$ cat src/design/msc_pkg.sv
// Package for the motor start-up configuration block: register map, field
// positions, reset values, decoded configuration layout and lookup functions.
// Assumes a single 200 MHz clock domain and byte-wide register access.
package msc_pkg;

  localparam int unsigned MSC_DATA_W = 8;
  localparam int unsigned MSC_ADDR_W = 8;
  localparam int unsigned MSC_NUM_REGS = 5;

  // Register offsets
  localparam logic [7:0] MSC_OFS_ADVANCE = 8'h22;
  localparam logic [7:0] MSC_OFS_DETECT  = 8'h23;
  localparam logic [7:0] MSC_OFS_CURRENT = 8'h24;
  localparam logic [7:0] MSC_OFS_ACCEL   = 8'h25;
  localparam logic [7:0] MSC_OFS_HANDOVR = 8'h26;

  // Register indices
  localparam int unsigned MSC_IDX_ADVANCE = 0;
  localparam int unsigned MSC_IDX_DETECT  = 1;
  localparam int unsigned MSC_IDX_CURRENT = 2;
  localparam int unsigned MSC_IDX_ACCEL   = 3;
  localparam int unsigned MSC_IDX_HANDOVR = 4;

  // Reset values (none given, all zero)
  localparam logic [7:0] MSC_RST_REG = 8'h00;
  localparam logic [7:0] MSC_RDATA_UNMAPPED = 8'h00;

  // Field positions
  localparam int unsigned MSC_ADV_MODE_BIT = 7;
  localparam int unsigned MSC_ADV_SIG_LO   = 0;
  localparam int unsigned MSC_ADV_SHF_LO   = 4;
  localparam int unsigned MSC_STAT_LO      = 6;
  localparam int unsigned MSC_IPD_LO       = 4;
  localparam int unsigned MSC_ISD_EN_BIT   = 3;
  localparam int unsigned MSC_RVS_EN_BIT   = 2;
  localparam int unsigned MSC_RVS_THR_LO   = 0;
  localparam int unsigned MSC_OLCUR_LO     = 6;
  localparam int unsigned MSC_RAMP_LO      = 3;
  localparam int unsigned MSC_BRAKE_LO     = 0;
  localparam int unsigned MSC_ACC2_LO      = 3;
  localparam int unsigned MSC_ACC1_LO      = 0;
  localparam int unsigned MSC_HO_LO        = 3;
  localparam int unsigned MSC_HO_RANGE_BIT = 7;

  // Decoded units
  localparam logic [11:0] MSC_HO_STEP0_DHZ = 12'h008;  // 0.8 Hz in 0.1 Hz
  localparam logic [11:0] MSC_HO_STEP1_DHZ = 12'h080;  // 12.8 Hz in 0.1 Hz
  localparam logic [2:0]  MSC_BRAKE_OFF    = 3'h0;

  typedef enum logic [1:0] {
    MSC_IDLE,
    MSC_OPEN_LOOP,
    MSC_CLOSED_LOOP
  } msc_phase_t;

  typedef struct packed {
    logic                  wr;
    logic                  rd;
    logic [MSC_ADDR_W-1:0] addr;
    logic [MSC_DATA_W-1:0] wdata;
  } msc_regreq_t;

  // Snapshot taken at start-up; units noted per multi-bit field
  typedef struct packed {
    logic        advance_mode_select;          // 0 fixed, 1 variable
    logic [10:0] advance_time_value;           // 2.5 us units
    logic [9:0]  stationary_judge_ms;          // ms
    logic [6:0]  inductive_sense_advance_deg;  // degrees
    logic        initial_speed_detect_enable;
    logic        reverse_drive_enable;
    logic [8:0]  reverse_drive_threshold_dhz;  // 0.1 Hz
    logic [4:0]  open_loop_current_da;         // 0.1 A
    logic [12:0] open_loop_current_ramp_m;     // 0.001 Vcc/s
    logic        brake_enable_flag;
    logic [8:0]  brake_duration_cs;            // 0.01 s
    logic [12:0] startup_accel_second_c;       // 0.01 Hz/s^2
    logic [12:0] startup_accel_first_c;        // 0.01 Hz/s
    logic [11:0] loop_handover_threshold_dhz;  // 0.1 Hz
    logic        loop_handover_valid;
  } msc_cfg_t;

  function automatic logic [9:0] msc_stat_ms(input logic [1:0] c);
    case (c)
      2'h0:    msc_stat_ms = 10'd80;
      2'h1:    msc_stat_ms = 10'd160;
      2'h2:    msc_stat_ms = 10'd320;
      default: msc_stat_ms = 10'd640;
    endcase
  endfunction : msc_stat_ms

  function automatic logic [8:0] msc_rvs_dhz(input logic [1:0] c);
    case (c)
      2'h0:    msc_rvs_dhz = 9'd63;
      2'h1:    msc_rvs_dhz = 9'd130;
      2'h2:    msc_rvs_dhz = 9'd260;
      default: msc_rvs_dhz = 9'd510;
    endcase
  endfunction : msc_rvs_dhz

  function automatic logic [12:0] msc_ramp_m(input logic [2:0] c);
    case (c)
      3'h0: msc_ramp_m = 13'd6000;
      3'h1: msc_ramp_m = 13'd3000;
      3'h2: msc_ramp_m = 13'd1500;
      3'h3: msc_ramp_m = 13'd700;
      3'h4: msc_ramp_m = 13'd340;
      3'h5: msc_ramp_m = 13'd160;
      3'h6: msc_ramp_m = 13'd70;
      default: msc_ramp_m = 13'd23;
    endcase
  endfunction : msc_ramp_m

  function automatic logic [8:0] msc_brake_cs(input logic [2:0] c);
    case (c)
      3'h1: msc_brake_cs = 9'd270;
      3'h2: msc_brake_cs = 9'd130;
      3'h3: msc_brake_cs = 9'd67;
      3'h4: msc_brake_cs = 9'd33;
      3'h5: msc_brake_cs = 9'd16;
      3'h6: msc_brake_cs = 9'd8;
      3'h7: msc_brake_cs = 9'd4;
      default: msc_brake_cs = 9'd0;
    endcase
  endfunction : msc_brake_cs

  function automatic logic [12:0] msc_acc2_c(input logic [2:0] c);
    case (c)
      3'h0: msc_acc2_c = 13'd5700;
      3'h1: msc_acc2_c = 13'd2900;
      3'h2: msc_acc2_c = 13'd1400;
      3'h3: msc_acc2_c = 13'd690;
      3'h4: msc_acc2_c = 13'd330;
      3'h5: msc_acc2_c = 13'd160;
      3'h6: msc_acc2_c = 13'd66;
      default: msc_acc2_c = 13'd22;
    endcase
  endfunction : msc_acc2_c

  function automatic logic [12:0] msc_acc1_c(input logic [2:0] c);
    case (c)
      3'h0: msc_acc1_c = 13'd7600;
      3'h1: msc_acc1_c = 13'd3800;
      3'h2: msc_acc1_c = 13'd1900;
      3'h3: msc_acc1_c = 13'd920;
      3'h4: msc_acc1_c = 13'd450;
      3'h5: msc_acc1_c = 13'd210;
      3'h6: msc_acc1_c = 13'd90;
      default: msc_acc1_c = 13'd30;
    endcase
  endfunction : msc_acc1_c

endpackage : msc_pkg

$ cat src/design/msc_startup_config.sv
// Start-up configuration registers and open/closed loop handover sequencer.
// Assumes register requests and start/stop come from same-clock host-port logic.
`timescale 1ns/1ps

module msc_startup_config #(
  parameter int unsigned FREQ_W = 12
) (
  input  wire logic                           clk_in,
  input  wire logic                           srst_in,
  input  wire msc_pkg::msc_regreq_t           reg_req_in,
  input  wire logic                           start_in,
  input  wire logic                           stop_in,
  input  wire logic [FREQ_W-1:0]              ol_freq_in,
  output logic      [msc_pkg::MSC_DATA_W-1:0] reg_rdata_out,
  output msc_pkg::msc_cfg_t                   cfg_out,
  output msc_pkg::msc_phase_t                 phase_out
);
  import msc_pkg::*;

  // Refused at elaboration: the compare would drop threshold bits
  if (FREQ_W < 12) begin : g_freq_w_check
    $error("FREQ_W must hold the 12-bit handover threshold");
  end
  // Register index is three bits wide
  if (MSC_NUM_REGS > 8) begin : g_num_regs_check
    $error("MSC_NUM_REGS exceeds the register index range");
  end

  logic [MSC_DATA_W-1:0] regs_q [MSC_NUM_REGS];
  logic [MSC_DATA_W-1:0] regs_d [MSC_NUM_REGS];
  logic [MSC_DATA_W-1:0] rdata_q;
  logic [MSC_DATA_W-1:0] rdata_d;
  msc_cfg_t              cfg_q;
  msc_cfg_t              cfg_d;
  msc_cfg_t              live_cfg;
  msc_phase_t            phase_q;
  msc_phase_t            phase_d;
  logic                  hit;
  logic [2:0]            idx;
  logic                  start_take;

  // Register decode
  always_comb begin
    hit = 1'b1;
    idx = 3'(MSC_IDX_ADVANCE);
    case (reg_req_in.addr)
      MSC_OFS_ADVANCE: idx = 3'(MSC_IDX_ADVANCE);
      MSC_OFS_DETECT:  idx = 3'(MSC_IDX_DETECT);
      MSC_OFS_CURRENT: idx = 3'(MSC_IDX_CURRENT);
      MSC_OFS_ACCEL:   idx = 3'(MSC_IDX_ACCEL);
      MSC_OFS_HANDOVR: idx = 3'(MSC_IDX_HANDOVR);
      default:         hit = 1'b0;
    endcase
  end

  always_comb begin
    for (int i = 0; i < MSC_NUM_REGS; i++) begin
      regs_d[i] = regs_q[i];
    end
    if (reg_req_in.wr && hit) begin
      regs_d[idx] = reg_req_in.wdata;
    end
    rdata_d = rdata_q;
    if (reg_req_in.rd) begin
      rdata_d = hit ? regs_q[idx] : MSC_RDATA_UNMAPPED;
    end
  end

  always_ff @(posedge clk_in) begin
    if (srst_in) begin
      for (int i = 0; i < MSC_NUM_REGS; i++) begin
        regs_q[i] <= MSC_RST_REG;
      end
      rdata_q <= MSC_RDATA_UNMAPPED;
    end else begin
      regs_q  <= regs_d;
      rdata_q <= rdata_d;
    end
  end

  // Field decode from the live registers
  logic [7:0] r_adv;
  logic [7:0] r_det;
  logic [7:0] r_cur;
  logic [7:0] r_acc;
  logic [7:0] r_ho;
  logic [4:0] ho_code;

  assign r_adv   = regs_q[MSC_IDX_ADVANCE];
  assign r_det   = regs_q[MSC_IDX_DETECT];
  assign r_cur   = regs_q[MSC_IDX_CURRENT];
  assign r_acc   = regs_q[MSC_IDX_ACCEL];
  assign r_ho    = regs_q[MSC_IDX_HANDOVR];
  assign ho_code = r_ho[MSC_HO_LO +: 5];

  always_comb begin
    live_cfg = '0;
    live_cfg.advance_mode_select = r_adv[MSC_ADV_MODE_BIT];
    live_cfg.advance_time_value =
      11'(11'(r_adv[MSC_ADV_SIG_LO +: 4]) << r_adv[MSC_ADV_SHF_LO +: 3]);
    live_cfg.stationary_judge_ms = msc_stat_ms(r_det[MSC_STAT_LO +: 2]);
    live_cfg.inductive_sense_advance_deg =
      7'(7'd30 * (7'(r_det[MSC_IPD_LO +: 2]) + 7'd1));
    live_cfg.initial_speed_detect_enable = r_det[MSC_ISD_EN_BIT];
    live_cfg.reverse_drive_enable = r_det[MSC_RVS_EN_BIT];
    live_cfg.reverse_drive_threshold_dhz = msc_rvs_dhz(r_det[MSC_RVS_THR_LO +: 2]);
    live_cfg.open_loop_current_da = 5'(5'd2 << r_cur[MSC_OLCUR_LO +: 2]);
    live_cfg.open_loop_current_ramp_m = msc_ramp_m(r_cur[MSC_RAMP_LO +: 3]);
    live_cfg.brake_enable_flag = (r_cur[MSC_BRAKE_LO +: 3] != MSC_BRAKE_OFF);
    live_cfg.brake_duration_cs = msc_brake_cs(r_cur[MSC_BRAKE_LO +: 3]);
    live_cfg.startup_accel_second_c = msc_acc2_c(r_acc[MSC_ACC2_LO +: 3]);
    live_cfg.startup_accel_first_c = msc_acc1_c(r_acc[MSC_ACC1_LO +: 3]);
    if (r_ho[MSC_HO_RANGE_BIT]) begin
      live_cfg.loop_handover_threshold_dhz =
        12'((12'(ho_code[3:0]) + 12'd1) * MSC_HO_STEP1_DHZ);
      live_cfg.loop_handover_valid = 1'b1;
    end else begin
      live_cfg.loop_handover_threshold_dhz = 12'(12'(ho_code[3:0]) * MSC_HO_STEP0_DHZ);
      live_cfg.loop_handover_valid = (ho_code[3:0] != 4'h0);
    end
  end

  // Sequencer; snapshot keeps mid-run register writes from upsetting the drive
  assign start_take = start_in && !stop_in && (phase_q == MSC_IDLE);

  always_comb begin
    phase_d = phase_q;
    cfg_d   = cfg_q;
    case (phase_q)
      MSC_IDLE: begin
        if (start_take) begin
          cfg_d   = live_cfg;
          phase_d = MSC_OPEN_LOOP;
        end
      end
      MSC_OPEN_LOOP: begin
        if (stop_in) begin
          phase_d = MSC_IDLE;
        end else if (cfg_q.loop_handover_valid &&
                     (ol_freq_in >= FREQ_W'(cfg_q.loop_handover_threshold_dhz))) begin
          phase_d = MSC_CLOSED_LOOP;
        end
      end
      MSC_CLOSED_LOOP: begin
        if (stop_in) begin
          phase_d = MSC_IDLE;
        end
      end
      default: phase_d = MSC_IDLE;
    endcase
  end

  always_ff @(posedge clk_in) begin
    if (srst_in) begin
      phase_q <= MSC_IDLE;
      cfg_q   <= '0;
    end else begin
      phase_q <= phase_d;
      cfg_q   <= cfg_d;
    end
  end

  assign reg_rdata_out = rdata_q;
  assign cfg_out       = cfg_q;
  assign phase_out     = phase_q;
endmodule : msc_startup_config

$ cat config.mk
export PLATFORM = sky130hd
export DESIGN_NAME = msc_startup_config
export DESIGN_NICKNAME = d
export VERILOG_FILES = /design/src/design/msc_pkg.sv /design/src/design/msc_startup_config.sv
export SDC_FILE = /design/constraint.sdc
export NUM_CORES = 1
export LEC_CHECK = 0
export ABC_AREA = 1
export BUFFER_PORTS_ARGS = -buffer_cell sky130_fd_sc_hd__buf_2
export CORE_MARGIN = 4
export CORE_UTILIZATION = 45
export CTS_CLUSTER_DIAMETER = 200
export CTS_CLUSTER_SIZE = 25
export DETAILED_ROUTE_END_ITERATION = 10
export PLACE_DENSITY_LB_ADDON = 0.1
export SYNTH_ARGS = -nofsm -noshare
export SYNTH_HDL_FRONTEND = slang
export SYNTH_SLANG_ARGS = --single-unit
$ cat constraint.sdc
create_clock -name clk_in -period 1.54 [get_ports clk_in]
set_input_delay 0.308 -clock clk_in [delete_from_list [all_inputs] [get_ports clk_in]]
set_output_delay 0.308 -clock clk_in [all_outputs]
set_load 0.03 [all_outputs]
==> out/results.txt <==
The initialized floorplan defines 43 standard-cell rows. The detailed-route vias per instance came out at 5.04. Buffers inserted to repair hold after CTS numbered 0. Across the run, the number of max-cap violations was 0.

Remaining design rule violation count: 0. The clock root buffer is clkbuf_16. Combinational cells account for 10.6% of the total power. The top cell types in the final layout, fill and taps aside, are 177 x nand2_1, 141 x dfxtp_1, 139 x buf_2, 107 x nor2_1, 103 x a21oi_1. Clock tree synthesis inserted a total of 17 buffers. Data on the critical path arrives at its endpoint at 1.76 ns. Across the routed clock network, the largest skew measured is 0.00645 ns. Share of total power consumed by net switching: 26.6%. The critical path is of the reg -> reg type.

The total count of max-transition violations in the final report was 0. Summing internal, switching and leakage power gives 8.76 mW. The number of hold violations in the final report was 0. The final critical path takes up 94.3% of the cycle. The logs give 28800 um for the first-pass GRT wire length and 1.85 ns for the required time of the critical path. The commonest non-fill, non-tap cell in the layout is nand2_1. The antenna violation net count after detailed routing was 0; the gate count after technology mapping was 913.

The flow ran to the end, and the final reports show no timing, DRC or antenna violations. The placeable core region was 14100 sq um; the proportion of power drawn by flip-flops and latches was 44.4%. The run gives 0 ns as the total negative slack for setup checks. Hold slack: 0.242 ns. Global routing consumed, over all layers together, 21.8% of the routing resources. TritonCTS built the clock tree. After synthesis the netlist holds a flip-flop and latch count of 144.

After detailed routing, the average wire length per cell comes to 14.3 um. The clock network burns 45.0% of the power. Leading register cell type out of synthesis: dfxtp_1. In this run the tool buffered the top-level ports with 139 buffer cells. At the placement stage, the worst setup path has a slack of -0.0906 ns.

The initial antenna violation count was 0; the post-synthesis cell type count was 42. A synthesized cell averages 7.23 sq um. In this run, the number of DRC markers left after iteration 0 of detailed routing was 431. For this design the ratio of total power to cell area is 1050 nW/um^2.

Number of clock sinks: 144. The kind of end point of the critical path is a flop. The run gives 1132 as the number of nets in the finished design.

Setup violations remaining at the end of the flow were counted as 0. The synthesized netlist occupies a cell area of 6600 sq um. The number of resized instances in the post-cts repair step is 0, and the fraction of layout cells with a size suffix above 1 is 22.8%. The congestion estimate from routability-driven global placement came to 0.896. The initial utilization of the core area, before any placement, comes to 46.8%. The fraction of the core area covered by cells at the end of the flow was 59.1%.

Timing would allow up to 689 MHz. The worst setup path is launched from a flop. The number of antenna diodes in the final layout is 0. Subtracting the final worst setup slack from the clock period gives 1.45 ns. The type of the tightest min-delay check was in -> reg. The die extent in y was 129 um; the clock-pin slew of the registers on the worst-case setup and hold paths was 0.06 ns. The final wirelength is 18100 um, and the number of warning messages in the yosys log is 0. Cell internal power was estimated by the tool at 6.43 mW.

The run gives 5 as the number of iterations in the first detailed-routing pass. Setup repair after global routing could not meet its margin everywhere. Of the synthesized area, sequential elements account for 43.7%. Number of global-route vias before repair: 5819. For the net switching power, the log shows 2.33 mW. The HPWL after detailed placement is 13200 um. The die covers 16700 sq um. The layout overhead on the synthesized area was 26.3%; the fill cell instance count of the final layout was 1387. Entering global routing, the biggest net connects 83 pins.

In this run the count of I/O pins placed on the die edge is 151. Counting flops with a built-in enable in the synthesized netlist gives 0. The clock latency at the later pin of the worst-skew pair was 0.43 ns.

Once routing completed, OpenROAD measured the worst setup slack at 0.0885 ns. Standby leakage power: 3.65 nW. The remaining global-route overflow came out at 0. The floorplan step set the die width to 129 um.

The share of synthesized flip-flops with an asynchronous set or reset came out at 0%. VDD sags by at most 0.653 mV. The logs give 6402 for the detailed-route via count and 2 for the buffer levels on the longest clock path.

Once the clock tree was built, the setup fixing pass inserted 0 buffers. In this run the number of H-tree levels came out at 4. Of all nets on the critical path, the largest fanout is 18.
worst max-delay path, stage by stage (launching register included):
cell and delay, ns:
dfxtp_1 0.36, nor3_4 0.24, inv_2 0.18, buf_12 0.20, a31oi_1 0.25, a21oi_1 0.10
cell families after synthesis:
logic type	share of synthesized area (%)
and+or+nand+nor	26.1
xor gates and xnor gates	0.398
adders and majority gates	4.29
AOI/OAI and AO/OA	16.7
other	0.114
DFF	43.7
buffers and inverters	8.72
registers in the layout, indices dropped and copies added (netlist names):
name and flops:
phase_out 2, cfg_out 94, r_det 8, reg_rdata_out 8, r_ho 8, r_acc 8
r_cur 8, r_adv 8
power groups by stage:
stage               logic [mW]  clock network, mW  registers (mW)
detailed placement       0.927                  0            3.97
global placement         0.925                  0            3.97
finish                   0.932               3.94            3.89
CTS                      0.931               4.01            3.89
floorplan                0.420                  0            4.17
global route              1.02               4.14            3.90
cell type report:
type                       count  area, sq um  share of cell area (%)
timing repair buffer         189         1160                    13.9
multi-input combinational    642         3190                    38.3
clock inverter                12          108                    1.29
sequential                   144         2890                    34.6
tap                          180          225                    2.70
inverter                      82          308                    3.69
clock buffer                  20          457                    5.48
path summary, 6_finish.rpt:
path                                  start                        to  slack, ns  cells past startpoint
hold / removal                reg_req_in[1]      r_ho[1]$_SDFFE_PP0P_       0.24                      3
setup / recovery  phase_out[0]$_SDFFE_PP0P_  cfg_out[39]$_SDFFE_PP0P_       0.09                      5
hold reg to reg       r_acc[6]$_SDFFE_PP0P_     r_acc[6]$_SDFFE_PP0P_       0.46                      2
setup reg to reg  phase_out[0]$_SDFFE_PP0P_  cfg_out[39]$_SDFFE_PP0P_       0.09                      5
synthesized netlist by cell type (3+ instances only):
| cell | number | share of area [%] |
|---|---|---|
| nand2_1 | 177 | 10 |
| dfxtp_1 | 144 | 44 |
| nor2_1 | 109 | 6.2 |
| a21oi_1 | 103 | 7.8 |
| nand3_1 | 78 | 5.9 |
| inv_1 | 75 | 4.3 |
| o21ai_0 | 71 | 5.4 |
| clkbuf_1 | 24 | 1.4 |
| ha_1 | 21 | 4.0 |
| buf_4 | 14 | 1.6 |
| nor3_1 | 12 | 0.91 |
| a31oi_1 | 10 | 0.95 |
| buf_1 | 10 | 0.57 |
| buf_2 | 7 | 0.53 |
| a211oi_1 | 6 | 0.68 |
| a22oi_1 | 6 | 0.68 |
| inv_2 | 5 | 0.28 |
| nand4_1 | 4 | 0.38 |
| o21ai_1 | 4 | 0.30 |
| nand2_2 | 3 | 0.28 |
stage by stage:
step | cell area, sq um | cells
detailed placement | 7750 | 1237
CTS | 8310 | 1269
global placement | 7750 | 1237
floorplan | 6640 | 923
finish | 8330 | 1269
global route | 8330 | 1269
layer usage:
layer	GRT usage [%]	vias up	wire length, um
met5	0	-	0
met4	6.55	0	293
met3	5.23	27	1070
met2	35.6	167	8350
met1	28.9	2898	8420
li1	-	3310	-
(Power assumes the default switching activity.)
